## src/pit_pkg.sv

```systemverilog
// constants for the peripheral interrupt and time-base block
package pit_pkg;
  // register indices on the plain register port
  localparam logic [2:0] PIT_REG_CTRL0 = 3'h0; // shared/touch flags+enables
  localparam logic [2:0] PIT_REG_CTRL1 = 3'h1; // eeprom/tick/serial
  localparam logic [2:0] PIT_REG_TIMER = 3'h2; // comparator flags+enables
  localparam logic [2:0] PIT_REG_CLKSEL = 3'h3; // time_base_clock_select
  localparam logic [2:0] PIT_REG_TBCTL = 3'h4; // time_base_control
  localparam logic [2:0] PIT_REG_VECTOR = 3'h5; // pending vector, read only
  // bit positions in ctrl0
  localparam int PIT_B_GIE = 0;
  localparam int PIT_B_TKE = 2;
  localparam int PIT_B_SHE = 3;
  localparam int PIT_B_TKF = 5;
  localparam int PIT_B_SHF = 6;
  // bit positions in ctrl1
  localparam int PIT_B_SIE = 0;
  localparam int PIT_B_TIE = 1;
  localparam int PIT_B_EPE = 2;
  localparam int PIT_B_SIF = 4;
  localparam int PIT_B_TIF = 5;
  localparam int PIT_B_EPF = 6;
  // bit positions in timer register
  localparam int PIT_B_PE = 0;
  localparam int PIT_B_AE = 1;
  localparam int PIT_B_PF = 4;
  localparam int PIT_B_AF = 5;
  // time_base_control fields
  localparam int PIT_B_RUN = 3;
  localparam int PIT_PERIOD_BASE = 8; // code n gives 2^(8+n)
  localparam logic [7:0] PIT_RESET_VAL = 8'h00;
  // prescaler clock selection codes
  localparam logic [1:0] PIT_CK_SYS = 2'h0;
  localparam logic [1:0] PIT_CK_SYS4 = 2'h1;
  localparam logic [1:0] PIT_CK_SUB = 2'h2;
  localparam logic [1:0] PIT_CK_HS = 2'h3;
  localparam int PIT_SYS4_DIV = 4;
  // vector codes, also the fixed priority order
  localparam logic [2:0] PIT_VEC_NONE = 3'h0;
  localparam logic [2:0] PIT_VEC_TOUCH = 3'h1;
  localparam logic [2:0] PIT_VEC_SHARED = 3'h2;
  localparam logic [2:0] PIT_VEC_TICK = 3'h3;
  localparam logic [2:0] PIT_VEC_SERIAL = 3'h4;
  localparam logic [2:0] PIT_VEC_EEPROM = 3'h5;
endpackage : pit_pkg

```

## src/pit_tick.sv

```systemverilog
// time-base generator: clock select, run gate and power-of-two divider
`timescale 1ns/1ns
module pit_tick
  import pit_pkg::*;
#(
  parameter int DIV_W = 16
) (
  input wire logic mclk,
  input wire logic rst_n,
  input wire logic sub_clk_s,
  input wire logic hs_clk_s,
  input wire logic [1:0] tick_clock_select,
  input wire logic tick_run,
  input wire logic [2:0] tick_period_select,
  output logic tick_overflow
);
  logic [1:0] sys4_cnt;
  logic sub_d;
  logic hs_d;
  logic presc_en;
  logic [DIV_W-1:0] div_cnt;
  logic [DIV_W-1:0] last_val;

  // ------------------------------------------------------------
  // prescaler clock enable
  // ------------------------------------------------------------
  always_ff @(posedge mclk or negedge rst_n) begin
    if (!rst_n) begin
      sys4_cnt <= 2'h0;
      sub_d <= 1'b0;
      hs_d <= 1'b0;
    end else begin
      sys4_cnt <= sys4_cnt + 2'h1;
      sub_d <= sub_clk_s;
      hs_d <= hs_clk_s;
    end
  end

  // rising edges of the synchronised slow clocks count as ticks
  always_comb begin
    case (tick_clock_select)
      PIT_CK_SYS: presc_en = 1'b1;
      PIT_CK_SYS4: presc_en = (sys4_cnt == 2'(PIT_SYS4_DIV - 1));
      PIT_CK_SUB: presc_en = sub_clk_s & ~sub_d;
      PIT_CK_HS: presc_en = hs_clk_s & ~hs_d;
      default: presc_en = 1'b0;
    endcase
  end

  // terminal count 2^(8+n)-1
  assign last_val = DIV_W'((32'h1 << (PIT_PERIOD_BASE +
                    int'(tick_period_select))) - 32'h1);

  // ------------------------------------------------------------
  // period divider
  // ------------------------------------------------------------
  always_ff @(posedge mclk or negedge rst_n) begin
    if (!rst_n) begin
      div_cnt <= '0;
      tick_overflow <= 1'b0;
    end else if (!tick_run) begin
      div_cnt <= '0;
      tick_overflow <= 1'b0;
    end else if (presc_en) begin
      tick_overflow <= (div_cnt >= last_val);
      div_cnt <= (div_cnt >= last_val) ? '0 : div_cnt + 1'b1;
    end else begin
      tick_overflow <= 1'b0;
    end
  end

  chk_tick_stopped_quiet: assert property (@(posedge mclk) disable iff (!rst_n)
    !tick_run |=> !tick_overflow)
    else $error("tick overflow while stopped");
endmodule : pit_tick

```

## src/pit_irq.sv

```systemverilog
// interrupt request flags, enables, vector arbitration and time base
//
// Design decisions made here: the strobed register port and the address map.
`timescale 1ns/1ns
module pit_irq
  import pit_pkg::*;
#(
  parameter int DIV_W = 16
) (
  input wire logic mclk,
  input wire logic reset_n,
  input wire logic [2:0] reg_addr,
  input wire logic [7:0] reg_wdata,
  input wire logic reg_write,
  input wire logic reg_read,
  output logic [7:0] reg_rdata,
  input wire logic touch_overflow,
  input wire logic serial_event,
  input wire logic eeprom_write_done,
  input wire logic cmp_a_match,
  input wire logic cmp_p_match,
  input wire logic stack_full,
  input wire logic irq_ack,
  input wire logic return_from_interrupt,
  input wire logic sub_clk,
  input wire logic hs_clk,
  output logic irq_req,
  output logic [2:0] irq_vector,
  output logic wake_up
);
  logic rst_m;
  logic rst_n;
  logic sub_m;
  logic sub_s;
  logic hs_m;
  logic hs_s;
  logic global_irq_enable;
  logic touch_irq_enable;
  logic touch_irq_flag;
  logic shared_irq_enable;
  logic shared_irq_flag;
  logic serial_irq_enable;
  logic serial_irq_flag;
  logic tick_irq_enable;
  logic tick_irq_flag;
  logic eeprom_irq_enable;
  logic eeprom_irq_flag;
  logic cmp_a_enable;
  logic cmp_a_flag;
  logic cmp_p_enable;
  logic cmp_p_flag;
  logic [1:0] tick_clock_select;
  logic tick_run;
  logic [2:0] tick_period_select;
  logic tick_overflow;
  logic [7:0] ctrl0_val;
  logic [7:0] ctrl1_val;
  logic [7:0] timer_val;
  logic [7:0] flags_now;
  logic [7:0] flags_old;
  logic [2:0] next_vector;
  logic serve;
  logic wr0;
  logic wr1;
  logic wrt;

  // ------------------------------------------------------------
  // reset release and pin synchronisers
  // ------------------------------------------------------------
  always_ff @(posedge mclk or negedge reset_n) begin
    if (!reset_n) begin
      rst_m <= 1'b0;
      rst_n <= 1'b0;
    end else begin
      rst_m <= 1'b1;
      rst_n <= rst_m;
    end
  end

  // sub and high-speed clocks come from other oscillators
  always_ff @(posedge mclk or negedge rst_n) begin
    if (!rst_n) begin
      sub_m <= 1'b0;
      sub_s <= 1'b0;
      hs_m <= 1'b0;
      hs_s <= 1'b0;
    end else begin
      sub_m <= sub_clk;
      sub_s <= sub_m;
      hs_m <= hs_clk;
      hs_s <= hs_m;
    end
  end

  // ------------------------------------------------------------
  // time base
  // ------------------------------------------------------------
  pit_tick #(
    .DIV_W(DIV_W)
  ) u_tick (
    .mclk(mclk),
    .rst_n(rst_n),
    .sub_clk_s(sub_s),
    .hs_clk_s(hs_s),
    .tick_clock_select(tick_clock_select),
    .tick_run(tick_run),
    .tick_period_select(tick_period_select),
    .tick_overflow(tick_overflow)
  );

  // ------------------------------------------------------------
  // arbitration
  // ------------------------------------------------------------
  // fixed order: touch, shared, tick, serial, eeprom
  always_comb begin
    next_vector = PIT_VEC_NONE;
    if (global_irq_enable && !stack_full) begin
      if (touch_irq_enable && touch_irq_flag) begin
        next_vector = PIT_VEC_TOUCH;
      end else if (shared_irq_enable && shared_irq_flag) begin
        next_vector = PIT_VEC_SHARED;
      end else if (tick_irq_enable && tick_irq_flag) begin
        next_vector = PIT_VEC_TICK;
      end else if (serial_irq_enable && serial_irq_flag) begin
        next_vector = PIT_VEC_SERIAL;
      end else if (eeprom_irq_enable && eeprom_irq_flag) begin
        next_vector = PIT_VEC_EEPROM;
      end
    end
  end

  // acknowledge only counts for a vector currently offered
  assign serve = irq_ack && irq_req && (irq_vector == next_vector);
  assign wr0 = reg_write && (reg_addr == PIT_REG_CTRL0);
  assign wr1 = reg_write && (reg_addr == PIT_REG_CTRL1);
  assign wrt = reg_write && (reg_addr == PIT_REG_TIMER);

  always_ff @(posedge mclk or negedge rst_n) begin
    if (!rst_n) begin
      irq_req <= 1'b0;
      irq_vector <= PIT_VEC_NONE;
    end else if (serve) begin
      irq_req <= 1'b0; // one vector per acknowledge
      irq_vector <= PIT_VEC_NONE;
    end else begin
      irq_req <= (next_vector != PIT_VEC_NONE);
      irq_vector <= next_vector;
    end
  end

  // ------------------------------------------------------------
  // global enable
  // ------------------------------------------------------------
  always_ff @(posedge mclk or negedge rst_n) begin
    if (!rst_n) begin
      global_irq_enable <= 1'b0;
    end else if (serve) begin
      global_irq_enable <= 1'b0;
    end else if (return_from_interrupt) begin
      global_irq_enable <= 1'b1;
    end else if (wr0) begin
      global_irq_enable <= reg_wdata[PIT_B_GIE];
    end
  end

  // ------------------------------------------------------------
  // enables
  // ------------------------------------------------------------
  always_ff @(posedge mclk or negedge rst_n) begin
    if (!rst_n) begin
      touch_irq_enable <= 1'b0;
      shared_irq_enable <= 1'b0;
      serial_irq_enable <= 1'b0;
      tick_irq_enable <= 1'b0;
      eeprom_irq_enable <= 1'b0;
      cmp_a_enable <= 1'b0;
      cmp_p_enable <= 1'b0;
      tick_clock_select <= 2'h0;
      tick_run <= 1'b0;
      tick_period_select <= 3'h0;
    end else begin
      if (wr0) begin
        touch_irq_enable <= reg_wdata[PIT_B_TKE];
        shared_irq_enable <= reg_wdata[PIT_B_SHE];
      end
      if (wr1) begin
        serial_irq_enable <= reg_wdata[PIT_B_SIE];
        tick_irq_enable <= reg_wdata[PIT_B_TIE];
        eeprom_irq_enable <= reg_wdata[PIT_B_EPE];
      end
      if (wrt) begin
        cmp_a_enable <= reg_wdata[PIT_B_AE];
        cmp_p_enable <= reg_wdata[PIT_B_PE];
      end
      if (reg_write && reg_addr == PIT_REG_CLKSEL) begin
        tick_clock_select <= reg_wdata[1:0];
      end
      if (reg_write && reg_addr == PIT_REG_TBCTL) begin
        tick_run <= reg_wdata[PIT_B_RUN];
        tick_period_select <= reg_wdata[2:0];
      end
    end
  end

  // ------------------------------------------------------------
  // request flags: event set wins over any clear
  // ------------------------------------------------------------
  always_ff @(posedge mclk or negedge rst_n) begin
    if (!rst_n) begin
      touch_irq_flag <= 1'b0;
      shared_irq_flag <= 1'b0;
    end else begin
      if (touch_overflow) begin
        touch_irq_flag <= 1'b1;
      end else if (serve && irq_vector == PIT_VEC_TOUCH) begin
        touch_irq_flag <= 1'b0;
      end else if (wr0) begin
        touch_irq_flag <= reg_wdata[PIT_B_TKF];
      end
      // shared flag is set by a match of a member whose enable is on
      if ((cmp_a_match && cmp_a_enable) || (cmp_p_match && cmp_p_enable)) begin
        shared_irq_flag <= 1'b1;
      end else if (serve && irq_vector == PIT_VEC_SHARED) begin
        shared_irq_flag <= 1'b0;
      end else if (wr0) begin
        shared_irq_flag <= reg_wdata[PIT_B_SHF];
      end
    end
  end

  always_ff @(posedge mclk or negedge rst_n) begin
    if (!rst_n) begin
      tick_irq_flag <= 1'b0;
      serial_irq_flag <= 1'b0;
      eeprom_irq_flag <= 1'b0;
    end else begin
      if (tick_overflow) begin
        tick_irq_flag <= 1'b1;
      end else if (serve && irq_vector == PIT_VEC_TICK) begin
        tick_irq_flag <= 1'b0;
      end else if (wr1) begin
        tick_irq_flag <= reg_wdata[PIT_B_TIF];
      end
      if (serial_event) begin
        serial_irq_flag <= 1'b1;
      end else if (serve && irq_vector == PIT_VEC_SERIAL) begin
        serial_irq_flag <= 1'b0;
      end else if (wr1) begin
        serial_irq_flag <= reg_wdata[PIT_B_SIF];
      end
      if (eeprom_write_done) begin
        eeprom_irq_flag <= 1'b1;
      end else if (serve && irq_vector == PIT_VEC_EEPROM) begin
        eeprom_irq_flag <= 1'b0;
      end else if (wr1) begin
        eeprom_irq_flag <= reg_wdata[PIT_B_EPF];
      end
    end
  end

  // member flags are cleared only by software
  always_ff @(posedge mclk or negedge rst_n) begin
    if (!rst_n) begin
      cmp_a_flag <= 1'b0;
      cmp_p_flag <= 1'b0;
    end else begin
      if (cmp_a_match) begin
        cmp_a_flag <= 1'b1;
      end else if (wrt) begin
        cmp_a_flag <= reg_wdata[PIT_B_AF];
      end
      if (cmp_p_match) begin
        cmp_p_flag <= 1'b1;
      end else if (wrt) begin
        cmp_p_flag <= reg_wdata[PIT_B_PF];
      end
    end
  end

  // ------------------------------------------------------------
  // wake-up on any rising flag, enables ignored
  // ------------------------------------------------------------
  assign flags_now = {1'b0, touch_irq_flag, shared_irq_flag, tick_irq_flag,
                      serial_irq_flag, eeprom_irq_flag, cmp_a_flag,
                      cmp_p_flag};

  always_ff @(posedge mclk or negedge rst_n) begin
    if (!rst_n) begin
      flags_old <= 8'h00;
      wake_up <= 1'b0;
    end else begin
      flags_old <= flags_now;
      wake_up <= |(flags_now & ~flags_old);
    end
  end

  // ------------------------------------------------------------
  // register read port
  // ------------------------------------------------------------
  assign ctrl0_val = 8'(({7'h0, shared_irq_flag} << PIT_B_SHF) |
                     ({7'h0, touch_irq_flag} << PIT_B_TKF) |
                     ({7'h0, shared_irq_enable} << PIT_B_SHE) |
                     ({7'h0, touch_irq_enable} << PIT_B_TKE) |
                     ({7'h0, global_irq_enable} << PIT_B_GIE));
  assign ctrl1_val = 8'(({7'h0, eeprom_irq_flag} << PIT_B_EPF) |
                     ({7'h0, tick_irq_flag} << PIT_B_TIF) |
                     ({7'h0, serial_irq_flag} << PIT_B_SIF) |
                     ({7'h0, eeprom_irq_enable} << PIT_B_EPE) |
                     ({7'h0, tick_irq_enable} << PIT_B_TIE) |
                     ({7'h0, serial_irq_enable} << PIT_B_SIE));
  assign timer_val = 8'(({7'h0, cmp_a_flag} << PIT_B_AF) |
                     ({7'h0, cmp_p_flag} << PIT_B_PF) |
                     ({7'h0, cmp_a_enable} << PIT_B_AE) |
                     ({7'h0, cmp_p_enable} << PIT_B_PE));

  always_ff @(posedge mclk or negedge rst_n) begin
    if (!rst_n) begin
      reg_rdata <= PIT_RESET_VAL;
    end else if (reg_read) begin
      case (reg_addr)
        PIT_REG_CTRL0: reg_rdata <= ctrl0_val;
        PIT_REG_CTRL1: reg_rdata <= ctrl1_val;
        PIT_REG_TIMER: reg_rdata <= timer_val;
        PIT_REG_CLKSEL: reg_rdata <= {6'h00, tick_clock_select};
        PIT_REG_TBCTL: reg_rdata <= {4'h0, tick_run, tick_period_select};
        PIT_REG_VECTOR: reg_rdata <= {5'h00, irq_vector};
        default: reg_rdata <= 8'h00;
      endcase
    end else begin
      reg_rdata <= 8'h00;
    end
  end

  // ------------------------------------------------------------
  // checks
  // ------------------------------------------------------------
  chk_full_stack_holds: assert property (@(posedge mclk) disable iff (!rst_n)
    stack_full |=> !irq_req)
    else $error("vector offered with full stack");
  chk_serve_clears_gie: assert property (@(posedge mclk) disable iff (!rst_n)
    serve && !return_from_interrupt |=> !global_irq_enable)
    else $error("global enable kept after service");
  chk_return_from_interrupt_sets_gie: assert property (@(posedge mclk) disable iff (!rst_n)
    return_from_interrupt && !serve |=> global_irq_enable)
    else $error("return did not restore global enable");
  chk_touch_sets_flag: assert property (@(posedge mclk) disable iff (!rst_n)
    touch_overflow |=> touch_irq_flag)
    else $error("touch flag not set");
  chk_tick_sets_flag: assert property (@(posedge mclk) disable iff (!rst_n)
    tick_overflow |=> tick_irq_flag)
    else $error("tick flag not set");
  chk_shared_keeps_member: assert property (@(posedge mclk)
    disable iff (!rst_n)
    serve && irq_vector == PIT_VEC_SHARED && cmp_a_flag && !wrt
    |=> cmp_a_flag)
    else $error("member flag cleared by service");
  chk_wake_on_rise: assert property (@(posedge mclk) disable iff (!rst_n)
    $rose(eeprom_irq_flag) |=> wake_up)
    else $error("no wake-up on rising flag");
  chk_vector_needs_gie: assert property (@(posedge mclk) disable iff (!rst_n)
    !global_irq_enable |=> !irq_req)
    else $error("vector with global enable off");
  chk_serial_flag_holds: assert property (@(posedge mclk)
    disable iff (!rst_n)
    serial_irq_flag && !serve && !wr1 |=> serial_irq_flag)
    else $error("serial flag lost");
endmodule : pit_irq

```

## config.mk

```make
export PLATFORM = sky130hd
export DESIGN_NAME = pit_irq
export DESIGN_NICKNAME = d
export VERILOG_FILES = /design/src/pit_pkg.sv /design/src/pit_tick.sv /design/src/pit_irq.sv
export SDC_FILE = /design/constraint.sdc
export NUM_CORES = 1
export LEC_CHECK = 0
export ABC_AREA = 1
export BUFFER_PORTS_ARGS = -buffer_cell sky130_fd_sc_hd__buf_4
export CORE_MARGIN = 3
export CORE_UTILIZATION = 23
export DETAILED_ROUTE_END_ITERATION = 7
export PLACE_DENSITY = 0.35
export SYNTH_ARGS = -nofsm -noshare
export SYNTH_HDL_FRONTEND = slang
export SYNTH_HIERARCHICAL = 1
export SYNTH_SLANG_ARGS = --single-unit
export TNS_END_PERCENT = 5
```

## constraint.sdc

```tcl
create_clock -name mclk -period 3.3 [get_ports mclk]
set_input_delay 0.495 -clock mclk [delete_from_list [all_inputs] [get_ports mclk]]
set_output_delay 0.495 -clock mclk [all_outputs]
set_load 0.05 [all_outputs]
```

Yosys cells after proc, flatten, opt, wreduce, memory -nomap -nowiden
Cells that the tools add are included.
{"block": "totals", "input_bits": 25, "reg_bits": 68, "out_inout_bits": 13}
{"block": "classes", "n_reduce_logical": 34, "n_mux": 38, "n_eq_ne": 16, "bitwise": 18, "shift": 1, "n_lt_le_gt_ge": 1, "addsub": 4}
{"cell": "$mux W16", "n": 3}
{"cell": "$pmux W8 S6", "n": 1}
{"cell": "$shl A1 B32 Y16 const A", "n": 1}
{"cell": "$mux W1", "n": 25}
{"cell": "$mux W3", "n": 7}
{"cell": "$reduce_bool A3 Y1", "n": 7}
{"cell": "$logic_and A1 B1 Y1", "n": 20}
{"cell": "$add A16 B1 Y16 const B", "n": 1}
{"cell": "$ge A16 B16 Y1", "n": 1}
{"cell": "$sub A16 B1 Y16 const B", "n": 1}
{"cell": "$or A7 B1 Y7", "n": 2}
{"cell": "$or A7 B3 Y7", "n": 2}
{"cell": "$or A7 B6 Y7", "n": 2}
{"cell": "$eq A3 B2 Y1 const B", "n": 4}
{"cell": "$eq A3 B3 Y1 const B", "n": 4}
{"cell": "$and A7 B8 Y8", "n": 1}
{"cell": "$mux W8", "n": 1}
{"cell": "$not A7 Y8", "n": 1}
{"cell": "$reduce_or A8 Y1", "n": 1}
{"cell": "$or A7 B2 Y7", "n": 1}
{"cell": "$or A7 B4 Y7", "n": 1}
{"cell": "$or A7 B5 Y7", "n": 1}
{"cell": "$eq A2 B2 Y1 const B", "n": 3}
{"cell": "$eq A3 B1 Y1 const B", "n": 2}
{"cell": "other kinds (16)", "n": 19}

Depth between registers and ports, before layout
Gate-level depths: netlist of the first run.
{"block": "depth", "ltp_word": 12, "ltp_mapped": 11, "ltp_nobuf": 11}

By module
Netlist of the first run, hierarchy kept.
{"mod": "pit_irq", "cells_each": 235, "seq_area_each_um2": 1151.1, "instances": 1, "area_each_um2": 2089.5}
{"mod": "pit_tick", "cells_each": 212, "seq_area_each_um2": 525.5, "instances": 1, "area_each_um2": 1522.7}

Worst setup path before layout of the first run
Ideal clock, no wire load.
{"block": "synth_path", "path_kind": "reg-to-reg", "start": "register tick_period_select[2]", "end": "register u_tick.div_cnt[12]", "path_slack_ps": 1723, "stages_incl_launch_ff": 12, "n_path_buf": 0, "setup_ps": 77, "t_required_ps": 3223, "arrival_ps": 1499, "cell_sequence": "dfrtp_1 -> inv_1 -> ha_1 -> nand2_1 -> inv_1 -> nand2_1 -> nand2_1 -> nand2_1 -> nand2_1 -> nor2_2 -> nand2_1 -> a21oi_1"}
{"block": "synth_between", "elab_chain_len": 7}
{"item": "from (decl)", "line": "pit_irq.sv:54", "text": "logic [2:0] tick_period_select;"}
{"item": "from (signal assigned)", "line": "pit_irq.sv:200", "text": "tick_period_select <= reg_wdata[2:0];"}
{"item": "$add A4 B3 Y5", "line": "pit_tick.sv:51", "text": "assign last_val = DIV_W'((32'h1 << (PIT_PERIOD_BASE +"}
{"item": "$shl A1 B32 Y16", "line": "pit_tick.sv:51"}
{"item": "$sub A16 B1 Y16", "line": "pit_tick.sv:52", "text": "int'(tick_period_select))) - 32'h1);"}
{"item": "$ge A16 B16 Y1", "line": "pit_tick.sv:66", "text": "div_cnt <= (div_cnt >= last_val) ? '0 : div_cnt + 1'b1;"}
{"item": "$mux W16", "line": "pit_tick.sv:66"}
{"item": "$mux W16", "line": "pit_tick.sv:64", "text": "end else if (presc_en) begin"}
{"item": "$mux W16", "line": "pit_tick.sv:61", "text": "end else if (!tick_run) begin"}
{"item": "to (signal assigned)", "line": "pit_tick.sv:66"}
{"item": "to (decl)", "line": "pit_tick.sv:21", "text": "logic [DIV_W-1:0] div_cnt;"}
No other way between the ends. The select of a mux whose other input is x is not followed.
A chain may end at the register's enable or synchronous reset.

Worst setup path after layout of the first run
{"block": "layout_path", "start": "register u_tick.sys4_cnt[0]", "end": "register u_tick.div_cnt[7]"}
{"block": "layout_between", "elab_chain_len": 3}
{"item": "from (decl)", "line": "pit_tick.sv:17", "text": "logic [1:0] sys4_cnt;"}
{"item": "from (signal assigned)", "line": "pit_tick.sv:33", "text": "sys4_cnt <= sys4_cnt + 2'h1;"}
{"item": "$eq A2 B2 Y1", "line": "pit_tick.sv:43", "text": "PIT_CK_SYS4: presc_en = (sys4_cnt == 2'(PIT_SYS4_DIV - 1));"}
{"item": "$pmux W1 S4", "line": "pit_tick.sv:41", "text": "case (tick_clock_select)"}
{"item": "$ne A2 B1 Y1 (no source line)"}
No other way between the ends.

==> summary by stage, run 1 <==
Setup path
In this run the worst path has a maximum fanout of 33. The slowest cell on the critical path is nand4_2. The stage delay of the slowest cell on the critical path is roughly 700 ps.

The total buffers and inverters traversed by the critical path is 2. By instance count, the cell type seen most on the critical path is nand2_1. The signal on the critical path passes through ha_1, inv_1, nand2_1, nand2_1, nand4_2, nand3b_1, nand2_1, nand2_1, inv_1. The worst setup path is captured at a flop. The data required time of the critical path is between 3000 and 4000 ps. The kind of cell adding the most delay to the critical path is simple AND/OR/NAND/NOR gates. Measured in cells, the most critical reg-to-reg path has a length of 9.

STA puts the critical path data arrival time at around 2300 ps. The critical path crosses 9 cells after its start point. The critical setup path kind is reg -> reg. The startpoint kind of the worst setup timing path is a flop.

GRT
The number of antenna violations at the first check in global routing came to 0. The via count of the first global-routing pass is 2974. The first-pass GRT wire length is 15.75 mm. Entering global routing, the biggest net connects 44 pins.

For this run, the total global-route usage over all layers was measured as 11.59%. The total congestion overflow is 0.

Clocking
The master cell of the clock root buffer is clkbuf_16. TritonCTS built the clock tree. TritonCTS created 9 clock buffers.

The number of resized instances in the post-cts repair step is 0. The number of clock sinks seen by CTS is 67. The clock-pin slew on the worst setup and hold paths is about 60 ps. Post-CTS timing repair inserted 0 buffers for setup.

The clock latency at the later pin of the worst-skew pair is between 300 and 400 ps. The H-tree was split into 3 levels. The clock passes through at most 2 buffers.

Yosys
The mapped cell area is about 0.0036 mm2. Counting every instance in the synthesized netlist gives between 400 and 500. The count of state elements after synthesis is 67. Summing the sequential cell areas from Yosys gives 46.41% of the chip area. The proportion of register bits with asynchronous set or reset after synthesis is 100.0%. The number of warning messages in the yosys log is 6.

The post-synth net total is ~480. The count of flip-flops with a built-in enable after synthesis is 0. Among all flip-flop cells after synthesis, the most frequent one is dfrtp_1. Synthesis instantiated 41 different standard cells from the library. The synthesized area per cell is 8.081 um2.

Power and ir drop
The net switching power of the design is 850.1 uW. Of the total power, the clock network draws 38.3%. The analysis attributes to cell leakage a power of 0.002255 uW. Net switching is about a third of the power.

The cell-internal power is approximately 1700 uW. The maximum resistive drop on vdd is roughly 0.31 mV. Combinational logic burns a little over a fifth of the power. The areal power density over the cells is around 570 mW/mm2. The post-layout total power is between 2000 and 3000 uW.

The sequential power share is approximately two fifths.

Timing
The count of endpoints failing hold in the final timing report is 0. The number of pins exceeding their max-slew limit in the final report came to 0. The sum of negative setup slack is 0 ps. The final number of setup-violating endpoints is 0. In the finished design, the share of the clock period the worst path needs comes to 62.98%. On the final layout, the worst clock skew is between 7 and 8 ps.

Headroom to the max-slew limit came out at around 40%. After layout, the worst setup slack is approximately 1200 ps. Setup repair after global routing left no endpoint under its margin.

The slew of the pin with the lowest slew margin is 890.7 ps. The final-layout worst hold slack is approximately 250 ps. The worst path in the final design needs a cycle of 2078 ps, including I/O delays and setup. Based on the critical path, the design can be clocked at up to around 480 MHz.

Detailed routing
The detail route stage leaves a number of antenna-violating nets equal to 0. The total length of routed wires is 9.267 mm. The count of TritonRoute iterations in the first routing pass is 4. For this block, the initial DRC count from the detailed router was approximately 130. The via count of the routed design is 2890. After detailed routing, the average wire length per cell comes to 13.09 um. Dividing the detail-routed via count by the number of cells gives between 4 and 5. After detailed routing, the number of remaining DRC violations is 0.

Floorplan
The die outline height is approximately 130 um. The number of cell rows is between 40 and 50. In this run the horizontal extent of the chip is between 100 and 150 um.

The floorplan step defined a die boundary enclosing ~0.017 mm2. The number of top-level pins is 38. The initial core utilization is a little under a quarter.

The core area is 0.01526 mm2.

Placed design
The detailed placement HPWL is roughly 6.9 mm. The congestion estimate from routability-driven global placement came to 0.7514. The number of buffers inserted by port buffering is 35. Before CTS, the worst setup slack after placement is 1198 ps.

Layout
The number of nets in the layout is 527. The number of antenna diodes is 0. The area overhead of the layout relative to synthesis is 22.58%. The post-route netlist has about 19% of its cells at a drive strength greater than 1.

The number of filler instances in the final layout is 1652.

Flow run
The total of max-cap violations is 0.

Run status
The flow ran to the end, and the final reports show no timing, DRC or antenna violations.

Hold path
The worst hold path belongs to the class reg -> async.
==> synth_stat cells, drive strengths merged, types with 2 or more instances <==
| cell | instances | area [um2] |
|---|---|---|
| a21oi | 18 | 97.60 |
| o21ai | 25 | 125.1 |
| nand4 | 14 | 108.9 |
| xor2 | 2 | 17.52 |
| mux2 | 3 | 33.78 |
| inv | 75 | 281.5 |
| nand3b | 3 | 22.52 |
| nand2 | 148 | 588.1 |
| buf | 5 | 40.03 |
| dfrtp | 67 | 1677 |
| nor2 | 31 | 192.7 |
| ha | 10 | 125.1 |
| conb | 3 | 11.26 |
| nand3 | 24 | 162.7 |
| o22ai | 2 | 12.51 |
| nor3 | 6 | 30.03 |
==> layout by cell type, fill, tap and decap left out, types with 2 or more instances in the layout <==
| master | instances |
|---|---|
| ha_1 | 10 |
| nor2_2 | 9 |
| inv_1 | 73 |
| mux2_1 | 3 |
| nand3b_1 | 3 |
| conb_1 | 3 |
| nor2_4 | 5 |
| nand2_4 | 2 |
| o22ai_1 | 2 |
| buf_4 | 38 |
| a21oi_2 | 2 |
| clkinv_2 | 2 |
| clkbuf_16 | 9 |
| nand3_2 | 6 |
| o21ai_0 | 24 |
| clkinvlp_4 | 3 |
| inv_2 | 2 |
| nor2_1 | 16 |
| dfrtp_1 | 66 |
| nand2_1 | 139 |
| a21oi_1 | 16 |
| xor2_1 | 2 |
| nand3_1 | 17 |
| nor3_1 | 6 |
| nand2_2 | 7 |
| nand4_1 | 12 |
==> registers in the layout, summed over array words and instances, names as in the netlist, 2 cells and up <==
name,cells
reg_rdata,7
tick_clock_select,2
tick_period_select,3
u_tick/sys4_cnt,2
flags_old,7
u_tick/div_cnt,16
irq_vector,3
==> what timing repair did <==
action	in CTS	in global routing
hold endpoints to repair	2	0
hold buffers	1	0
setup endpoints to repair	0	0
==> cells by family after synthesis <==
| kind of cell | after synthesis | synth area share (%) |
|---|---|---|
| muxes | 3 | 0.9352 |
| buffers and inverters | 81 | 9.040 |
| and+or+nand+nor | 226 | 30.59 |
| DFF | 67 | 46.42 |
| adders and majority gates | 10 | 3.464 |
| xor gates and xnor gates | 3 | 0.7275 |
| AOI/OAI and AO/OA | 54 | 8.522 |
| other | 3 | 0.3117 |
==> power by group through the flow <==
stage | sequential (uW) | clock [uW] | combinational [uW]
final | 1010 | 965 | 551
after global routing | 1020 | 1040 | 624
after CTS | 1010 | 1010 | 561
after detailed placement | 1020 | 0 | 559
after global placement | 1020 | 0 | 555
after floorplan | 1080 | 0 | 315
==> worst paths after layout <==
| check | from | end | slack, ps |
|---|---|---|---|
| max in group asynchronous | rst_n | u_tick/div_cnt[15] | 2070 |
| setup reg to reg | u_tick/sys4_cnt[0] | u_tick/div_cnt[7] | 1220 |
| min in group mclk | sub_clk | sub_m | 260 |
| hold reg to reg | rst_n | irq_req | 250 |
| setup / recovery | u_tick/sys4_cnt[0] | u_tick/div_cnt[7] | 1220 |
| hold / removal | rst_n | irq_req | 250 |
==> area by class of cell <==
| cell class | instances | area [um2] | share of cell area (%) |
|---|---|---|---|
| flip-flops and latches | 67 | 1678 | 37.89 |
| multi-input cells | 299 | 1609 | 36.34 |
| repair buffers | 39 | 295.3 | 6.669 |
| inverters | 76 | 286.5 | 6.471 |
| well taps | 211 | 264.0 | 5.962 |
| clock buffers | 10 | 229.0 | 5.171 |
| clock inverters | 6 | 66.31 | 1.498 |
==> metrics by stage <==
step                area [um2]  utilization [%]  cells
floorplan                 3612                -    447
global placement          4123            27.02    691
detailed placement        4123            27.02    691
CTS                       4428            29.02    708
global route              4428            29.02    708
finish                    4428            29.02    708
==> layer usage <==
metal | up-vias | wire (um) | track usage, %
met5 | - | 0 | 0
met3 | 9 | 373 | 3.560
met1 | 1333 | 4680 | 15.82
li1 | 1504 | - | -
met2 | 44 | 4067 | 17.60
met4 | 0 | 145 | 3.676
No activity file was read; power rests on OpenSTA's default activity.
==> run 2: changes to the inputs <==
--- a/config.mk
+++ b/config.mk
@@ -5,12 +5,12 @@
 export SDC_FILE = /design/constraint.sdc
 export NUM_CORES = 1
 export LEC_CHECK = 0
-export ABC_AREA = 1
+export ABC_AREA = 0
 export BUFFER_PORTS_ARGS = -buffer_cell sky130_fd_sc_hd__buf_4
 export CORE_MARGIN = 3
 export CORE_UTILIZATION = 23
 export DETAILED_ROUTE_END_ITERATION = 7
-export PLACE_DENSITY = 0.35
+export PLACE_DENSITY = 0.36
 export SYNTH_ARGS = -nofsm -noshare
 export SYNTH_HDL_FRONTEND = slang
 export SYNTH_HIERARCHICAL = 1
==> constraint.sdc (replaced) <==
create_clock -name mclk -period 1.7 [get_ports mclk]
set_input_delay 0.255 -clock mclk [delete_from_list [all_inputs] [get_ports mclk]]
set_output_delay 0.255 -clock mclk [all_outputs]
set_load 0.05 [all_outputs]
==> run 2 against run 1 <==
- the flow now finishes with violations (negative setup slack)
- cell area increased by 6.6%
- count of clock-buffer cells in the layout increased by 2
- combinational power increased to 2.6 times the previous value
- global-route usage increased by 0.52 points
- total power increased by 110%
- sequential share of layout area decreased by 2.3 points
- area after synthesis decreased by 2.8%
==> summary by stage, run 2 <==
Detailed routing
The total length of routed wires was 9.589 mm (+3.5%). The via density per instance was 4.808 (+18%). The number of DRC markers after the initial detailed-route iteration is 120 (-9.1%). The via count of the routed design is 2798 (-3.2%). The number of nets still failing antenna checks after routing is 0 (unchanged). The detailed-route wire length per cell came to 16.48 um (+26%). The number of remaining DRC errors was 0 (unchanged). The count of TritonRoute iterations in the first routing pass came to 4 (unchanged).

GRT
The via count of the first global-routing pass was 2933 (-1.4%). The total congestion overflow came to 0 (unchanged). The number of antenna violations at the first check in global routing was 0 (unchanged). The global-route usage over all layers is 12.11% (+0.52 points). The first-pass GRT wire length is 15.69 mm (-0.35%). The maximum number of pins on one net before global-route repair came to 30 (-32%).

Placed design
The worst slack after detailed placement is -352.4 ps (-1551 ps). The number of placed instances with taps included is 565 (-18%). The routability congestion estimate from global placement is 0.7333 (-2.4%). The number of buffers inserted by port buffering was 35 (unchanged).

The detailed placement HPWL came to 7.183 mm (+4.8%). The instance area at placement was 0.004399 mm2 (+6.7%).

Yosys
The commonest cells after synthesis are 67 x dfrtp_1, 21 x nand2_1, 15 x a21oi_1, 14 x mux2_2. The post-synth net total is 338 (-30%). The proportion of register bits with asynchronous set or reset after synthesis was 100.0% (unchanged).

The distinct cell type count after synthesis is 62 (+51%). The share of Yosys cell area claimed by the top area cell type was 47.77% (+1.4 points). The count of flip-flops with a built-in enable after synthesis is 0 (unchanged). The synthesized area per cell came to 11.58 um2 (+43%). For this run, the leading register cell type out of synthesis is dfrtp_1. The sequential cell area fraction in the yosys report is 47.77% (+1.4 points). Ranked by total cell area, the synthesized netlist is headed by dfrtp_1 48%, mux2_2 4.5%, a221oi_2 3.9%. The mapped cell area was 0.003510 mm2 (-2.8%).

The count of state elements after synthesis came to 67 (unchanged). The most repeated cell in the gate-level netlist after synthesis is dfrtp_1. The library cell occupying the most area in the post-synthesis netlist is dfrtp_1. The number of warning messages in the yosys log came to 6 (unchanged). The synthesized instance count is 303 (-32%).

Timing
Setup repair after global routing could not meet its margin everywhere. The post-route minimum period was 1985 ps (-92.98 ps). The count of endpoints failing hold in the final timing report is 0 (unchanged). The slew of the pin with the lowest slew margin is 542.8 ps (-348.0 ps). The period utilization came to 116.8% (+54 points). The final number of setup-violating endpoints was 17 (+17). The top achievable clock speed is 503.7 MHz (+4.7%). The clock skew after layout is 8.200 ps (+0.4232 ps). The number of pins exceeding their max-slew limit in the final report came to 0 (unchanged).

The worst-case headroom to the max-slew limit was 63.82% (+23 points). The final worst-path setup slack is -285.5 ps (-1507 ps).

Layout
The number of antenna diodes came to 0 (unchanged). The number of filler instances in the final layout is 1522 (-7.9%). The fraction of layout instances using a drive strength above 1 is 40.20% (+22 points). In the final layout, the registers with the most flip-flops are u_tick/div_cnt x16, flags_old x7, reg_rdata x7.

Ranked by flip-flop count, first place goes to u_tick/div_cnt. The area overhead of the layout relative to synthesis is 34.47%. Leaving out fill and tap cells, the most frequent cells in the layout are 85 x buf_4, 63 x dfrtp_1, 21 x nand2_1. The final instance area was 0.004720 mm2 (+6.6%). The most frequent standard cell in the layout excluding fill and tap cells is buf_4. The number of nets in the layout is 428 (-19%).

The flip-flop count of the largest register, all copies and words added is 16 (unchanged). The number of standard cells in the final layout excluding fillers came to 582 (-18%).

Floorplan
The number of cell rows came to 44 (-2.2%). The horizontal die dimension is 129.5 um (-1.4%). The floorplan die area is 0.01678 mm2 (-2.7%).

The initial core utilization is 23.79% (+0.11 points). The number of top-level pins was 38 (unchanged). The core area is 0.01475 mm2 (-3.3%). The die outline height is 129.5 um (-1.4%).

Clocking
The clock latency at the later pin of the worst-skew pair is 330 ps (about the same). The master cell of the clock root buffer is clkbuf_16. The clock buffer count from CTS came to 9 (unchanged). The number of clock sinks seen by CTS is 67 (unchanged). The clock-pin slew on the worst setup and hold paths is 50 ps (about the same). The TritonCTS clock tree is done.

The number of levels the H-tree was split into is 3 (unchanged). The maximum count of clock buffers along a single path is 2 (unchanged).

Setup path
The worst path arrival time was 2250 ps (-60 ps). The worst setup path is captured at a flop. STA classifies the critical path startpoint as a flop. The data required time of the critical path is 1960 ps (-1570 ps). In this design, the largest share of critical-path delay is due to simple AND/OR/NAND/NOR gates.

The critical path goes through nor3_1, ha_1, nand4_1, or4_4, o211ai_4, buf_12, and3_1. The stage delay of the slowest cell on the critical path came to 540 ps (-150 ps). The maximum fanout along the worst path is 9 (-73%). The number of cells traversed by the worst register-to-register path is 7 (-2). The critical path is of the reg -> reg type. The slowest cell on the critical path is or4_4. The total buffers and inverters traversed by the critical path is 1 (-1). The critical path depth is 7 (-2).

Power and ir drop
The areal power density over the cells is 1098 mW/mm2 (+93%). The leakage power total was 0.002030 uW (-10%). The maximum resistive drop on vdd came to 0.4858 mV (+55%).

Flow run
The total of max-cap violations is 0 (unchanged).

Hold path
Counting instances, the worst hold path has a depth of 1. The path class of the tightest hold or removal check is in -> reg.

Run status
The final reports fail on negative setup slack. The run finished, with violations left.
run 2: changes by cell type after synthesis, moves of 10 or more:
| cell | change |
|---|---|
| or4_1 | +11 |
| o21ai_0 | -19 |
| mux2_2 | +14 |
| nand2_1 | -118 |
| o31ai_1 | +10 |
| nor2b_1 | +10 |
| inv_1 | -61 |
run 2: layout make-up:
| cell class | instances | area, um2 | area share, % |
|---|---|---|---|
| clock buffers | 12 | 256.5 | 5.435 |
| clock inverters | 4 | 25.02 | 0.5302 |
| inverters | 12 | 45.04 | 0.9544 |
| multi-input cells | 213 | 1753 | 37.14 |
| flip-flops and latches | 67 | 1682 | 35.63 |
| well taps | 184 | 230.2 | 4.878 |
| repair buffers | 90 | 728.2 | 15.43 |
run 2: where the power goes:
group          switching (uW)  internal (uW)  leakage, uW
registers                 216           1780     0.000812
logic                     814            621      0.00108
clock network             690           1060     0.000135
run 2: cell families after synthesis:
| logic type | count (synthesis) | synth area share [%] |
|---|---|---|
| DFF | 67 | 47.77 |
| muxes | 23 | 7.914 |
| adders and majority gates | 10 | 3.565 |
| AOI/OAI and AO/OA | 78 | 19.57 |
| and+or+nand+nor | 98 | 17.08 |
| xor gates and xnor gates | 1 | 0.2496 |
| buffers and inverters | 23 | 3.529 |
| other | 3 | 0.3208 |
run 2: through the flow:
stage	setup TNS, ps	hold WS [ps]	utilization (%)	total power [uW]
5_1_grt	-6295	10.88	31.99	5491
3_5_place_dp	-5572	43.11	29.82	3448
2_1_floorplan	-24320	-40.59	-	2828
3_3_place_gp	-5517	37.77	29.82	3443
6_report	-4256	31.10	31.99	5181
4_1_cts	-4961	18.78	31.86	5256
run 2: path summary, 6_finish.rpt:
path / startpoint / to / slack (ps)
worst max-delay path: tick_period_select[1] / u_tick/tick_overflow / -290
worst min-delay path: sub_clk / sub_m / 30
worst max register to register: tick_period_select[1] / u_tick/tick_overflow / -290
worst min register to register: rst_n / u_tick/div_cnt[4] / 250
max in group asynchronous: rst_n / tick_period_select[1] / 820
min in group asynchronous: reset_n / rst_m / 240
run 2: what timing repair did:
| item | 4_1_cts | 5_1_grt |
|---|---|---|
| hold buffers | 1 | 0 |
| setup buffers | 0 | 0 |
| gates resized for setup | 3 | 4 |
| hold endpoints to repair | 2 | 0 |
| setup endpoints to repair | 19 | 25 |
run 2: per-layer routing:
metal / routed length [um] / vias to the layer above / global-route usage (%)
met2: 4734 / 43 / 20.40
met4: 159 / 0 / 3.912
met3: 299 / 11 / 3.050
li1: - / 1347 / -
met5: 0 / - / 0
met1: 4396 / 1397 / 15.25
==> run 3: changes to the inputs <==
--- a/config.mk
+++ b/config.mk
@@ -7,10 +7,11 @@
 export LEC_CHECK = 0
 export ABC_AREA = 0
 export BUFFER_PORTS_ARGS = -buffer_cell sky130_fd_sc_hd__buf_4
+export CAP_MARGIN = 20
 export CORE_MARGIN = 3
 export CORE_UTILIZATION = 23
 export DETAILED_ROUTE_END_ITERATION = 7
-export PLACE_DENSITY = 0.36
+export PLACE_DENSITY_LB_ADDON = 0.08
 export SYNTH_ARGS = -nofsm -noshare
 export SYNTH_HDL_FRONTEND = slang
 export SYNTH_HIERARCHICAL = 1
==> constraint.sdc (replaced) <==
create_clock -name mclk -period 2 [get_ports mclk]
set_input_delay 0.3 -clock mclk [delete_from_list [all_inputs] [get_ports mclk]]
set_output_delay 0.3 -clock mclk [all_outputs]
set_load 0.05 [all_outputs]
==> run 3 against run 2 <==
- the flow now finishes without violations
- first-iteration DRC count shrank 25%
- hold slack gained 33 ps
- largest cell class unchanged
- worst setup slack gained 310 ps
- clock skew shrank 2.6 ps
- via count shrank 4.4%
- critical path type unchanged
==> summary by stage, run 3 (synthesis gave the netlist of run 2 again) <==
Clocking
The maximum count of clock buffers along a single path is 2 (unchanged). The number of levels the H-tree was split into is 3 (unchanged). The number of clock sinks seen by CTS is 67 (unchanged). The TritonCTS clock tree is done.

The clock buffer count from CTS was 9 (unchanged). The clock-pin slew on the worst setup and hold paths came to 60 ps (about the same). The tree is rooted in a clkbuf_16. The clock latency at the later pin of the worst-skew pair came to 340 ps (about the same).

GRT
The via count of the first global-routing pass is 2781 (-5.2%). The total congestion overflow is 0 (unchanged). The first-pass GRT wire length is 15.35 mm (-2.2%). The maximum number of pins on one net before global-route repair is 46 (+53%). The number of antenna violations at the first check in global routing was 0 (unchanged). The global-route usage over all layers came to 12.06% (-0.049 points).

Floorplan
The floorplan die area is 0.01678 mm2 (unchanged). The number of top-level pins is 38 (unchanged). The initial core utilization came to 23.79% (unchanged).

The core area is 0.01475 mm2 (unchanged). The die outline height was 129.5 um (unchanged). The number of cell rows is 44 (unchanged). The horizontal die dimension is 129.5 um (unchanged).

Detailed routing
The via count of the routed design was 2675 (-4.4%). The count of TritonRoute iterations in the first routing pass came to 4 (unchanged). The via density per instance came to 4.803 (-0.10%). The total length of routed wires is 9.336 mm (-2.6%).

The number of remaining DRC errors was 0 (unchanged). The number of DRC markers after the initial detailed-route iteration is 90 (-25%). The detailed-route wire length per cell is 16.76 um (+1.7%). The number of nets still failing antenna checks after routing is 0 (unchanged).

Timing
Setup repair after global routing could not meet its margin everywhere. The worst-case headroom to the max-slew limit is 52.90% (-11 points). The clock skew after layout is 5.565 ps (-2.635 ps). The top achievable clock speed was 505.6 MHz (+0.38%). The post-route minimum period is 1978 ps (-7.593 ps). The slew of the pin with the lowest slew margin was 704.4 ps (+161.6 ps). The count of endpoints failing hold in the final timing report is 0 (unchanged).

The final-layout worst hold slack is 63.90 ps (+32.80 ps). The number of pins exceeding their max-slew limit in the final report is 0 (unchanged). The period utilization is 98.89% (-18 points). The final number of setup-violating endpoints was 0 (-17).

Flow run
The total of max-cap violations is 0 (unchanged).

Setup path
The data required time of the critical path came to 2180 ps (+220 ps). The type of destination of the critical path is a flop. The worst path arrival time is 2160 ps (-90 ps). The worst setup path is of the reg -> reg kind. The setup slack of the most critical reg-to-reg path is 20 ps (+310 ps). The number of cells traversed by the worst register-to-register path is 7 (unchanged).

The maximum fanout along the worst path was 8 (-1). The startpoint kind of the worst setup timing path is a flop. The startpoint of the lowest-slack register-to-register path is tick_period_select[1]. The worst register-to-register path ends at u_tick/div_cnt[0].

Layout
The number of standard cells in the final layout excluding fillers is 557 (-4.3%). The final instance area came to 0.004581 mm2 (-2.9%). The register with the highest flop count is u_tick/div_cnt. The number of filler instances in the final layout came to 1517 (-0.33%). Relative to the synthesized area, the layout overhead comes to 30.52%.

The number of antenna diodes was 0 (unchanged). Leaving out fill and tap cells, the most frequent cells in the layout are 63 x dfrtp_1, 61 x buf_4, 21 x nand2_1. The fraction of layout instances using a drive strength above 1 was 36.46% (-3.7 points).

The most frequent standard cell in the layout excluding fill and tap cells is dfrtp_1. The number of nets in the layout was 403 (-5.8%). The largest registers in the layout are u_tick/div_cnt x16, flags_old x7, reg_rdata x7. The flip-flop count of the largest register, all copies and words added is 16 (unchanged).

Power and ir drop
The maximum resistive drop on vdd is 0.4248 mV (-13%). The leakage power total is 0.001929 uW (-5.0%). The areal power density over the cells is 1010 mW/mm2 (-8.0%).

Placed design
The detailed placement HPWL is 6.848 mm (-4.7%). The instance area at placement is 0.004192 mm2 (-4.7%). The routability congestion estimate from global placement is 0.7097 (-3.2%). The number of placed instances with taps included is 539 (-4.6%). The number of buffers inserted by port buffering is 35 (unchanged).

Hold path
The path class of the lowest-slack min-delay path is in -> reg. The worst hold path begins at hs_clk. The endpoint with the worst hold slack is hs_m. The number of cells traversed by the worst hold path came to 1 (unchanged).

Run status
The flow ran to the end, and the final reports show no timing, DRC or antenna violations.
-- run 3: changes by cell type in the layout (fill, tap and decap cells not counted), moves of 2 or more --
cell	previous run	this run
clkbuf_8	2	0
buf_4	85	61
bufinv_16	0	3
clkinv_2	2	0
-- run 3: how the worst max path moves through the flow --
stage / start / endpoint / slack (ps)
after floorplan: tick_period_select[2] / u_tick/div_cnt[11] / -20
after global routing: tick_period_select[1] / u_tick/div_cnt[1] / -110
after CTS: tick_period_select[2] / u_tick/div_cnt[0] / -20
final: tick_period_select[1] / u_tick/div_cnt[0] / 20
after detailed placement: tick_period_select[2] / u_tick/div_cnt[5] / -90
after global placement: tick_period_select[2] / u_tick/div_cnt[5] / -60
-- run 3: area by class of cell --
class / count / area (um2) / area share, %
Tap cell: 184 / 230.2 / 5.026
Inverter: 12 / 45.04 / 0.9833
Sequential cell: 67 / 1682 / 36.71
Clock inverter: 6 / 113.9 / 2.486
Clock buffer: 10 / 229.0 / 4.999
Timing Repair Buffer: 65 / 528.0 / 11.53
Multi-Input combinational cell: 213 / 1753 / 38.27
-- run 3: critical path, cell delays in order (launching register included) --
cell	delay, ps
dfrtp_2	450
nor3_1	210
ha_1	150
nand4_1	90
or4_4	530
o211ai_4	140
buf_12	170
o22ai_1	70
-- run 3: where the power goes --
part,internal (uW),switching (uW)
Combinational,436,644
Clock,1220,625
Sequential,1510,191
-- run 3: timing repair --
| item | CTS | global route |
|---|---|---|
| pin swaps | 1 | 4 |
| setup endpoints to repair | 17 | 17 |
| endpoints found under the hold margin | 2 | 0 |
| hold buffers | 1 | 0 |
| resized for setup | 2 | 5 |
| buffers inserted | 1 | 0 |
-- run 3: per-layer routing --
metal | GRT usage, % | share of wire (%) | up-vias
li1 | - | - | 1287
met1 | 15.58 | 46 | 1335
met2 | 19.39 | 49 | 42
met3 | 3.833 | 4.4 | 11
met4 | 3.667 | 1.2 | 0
met5 | 0 | 0 | -
-- run 3: per-stage QoR --
| stage | power (uW) | utilization (%) | setup TNS [ps] | setup slack (ps) |
|---|---|---|---|---|
| after floorplan | 2404 | - | -457.9 | -23.21 |
| after global placement | 2805 | 28.41 | -607.9 | -57.71 |
| after detailed placement | 2810 | 28.41 | -1108 | -89.08 |
| after CTS | 4709 | 30.87 | -175.3 | -22.97 |
| after global routing | 4895 | 31.05 | -1206 | -105.2 |
| final | 4627 | 31.05 | 0 | 22.11 |
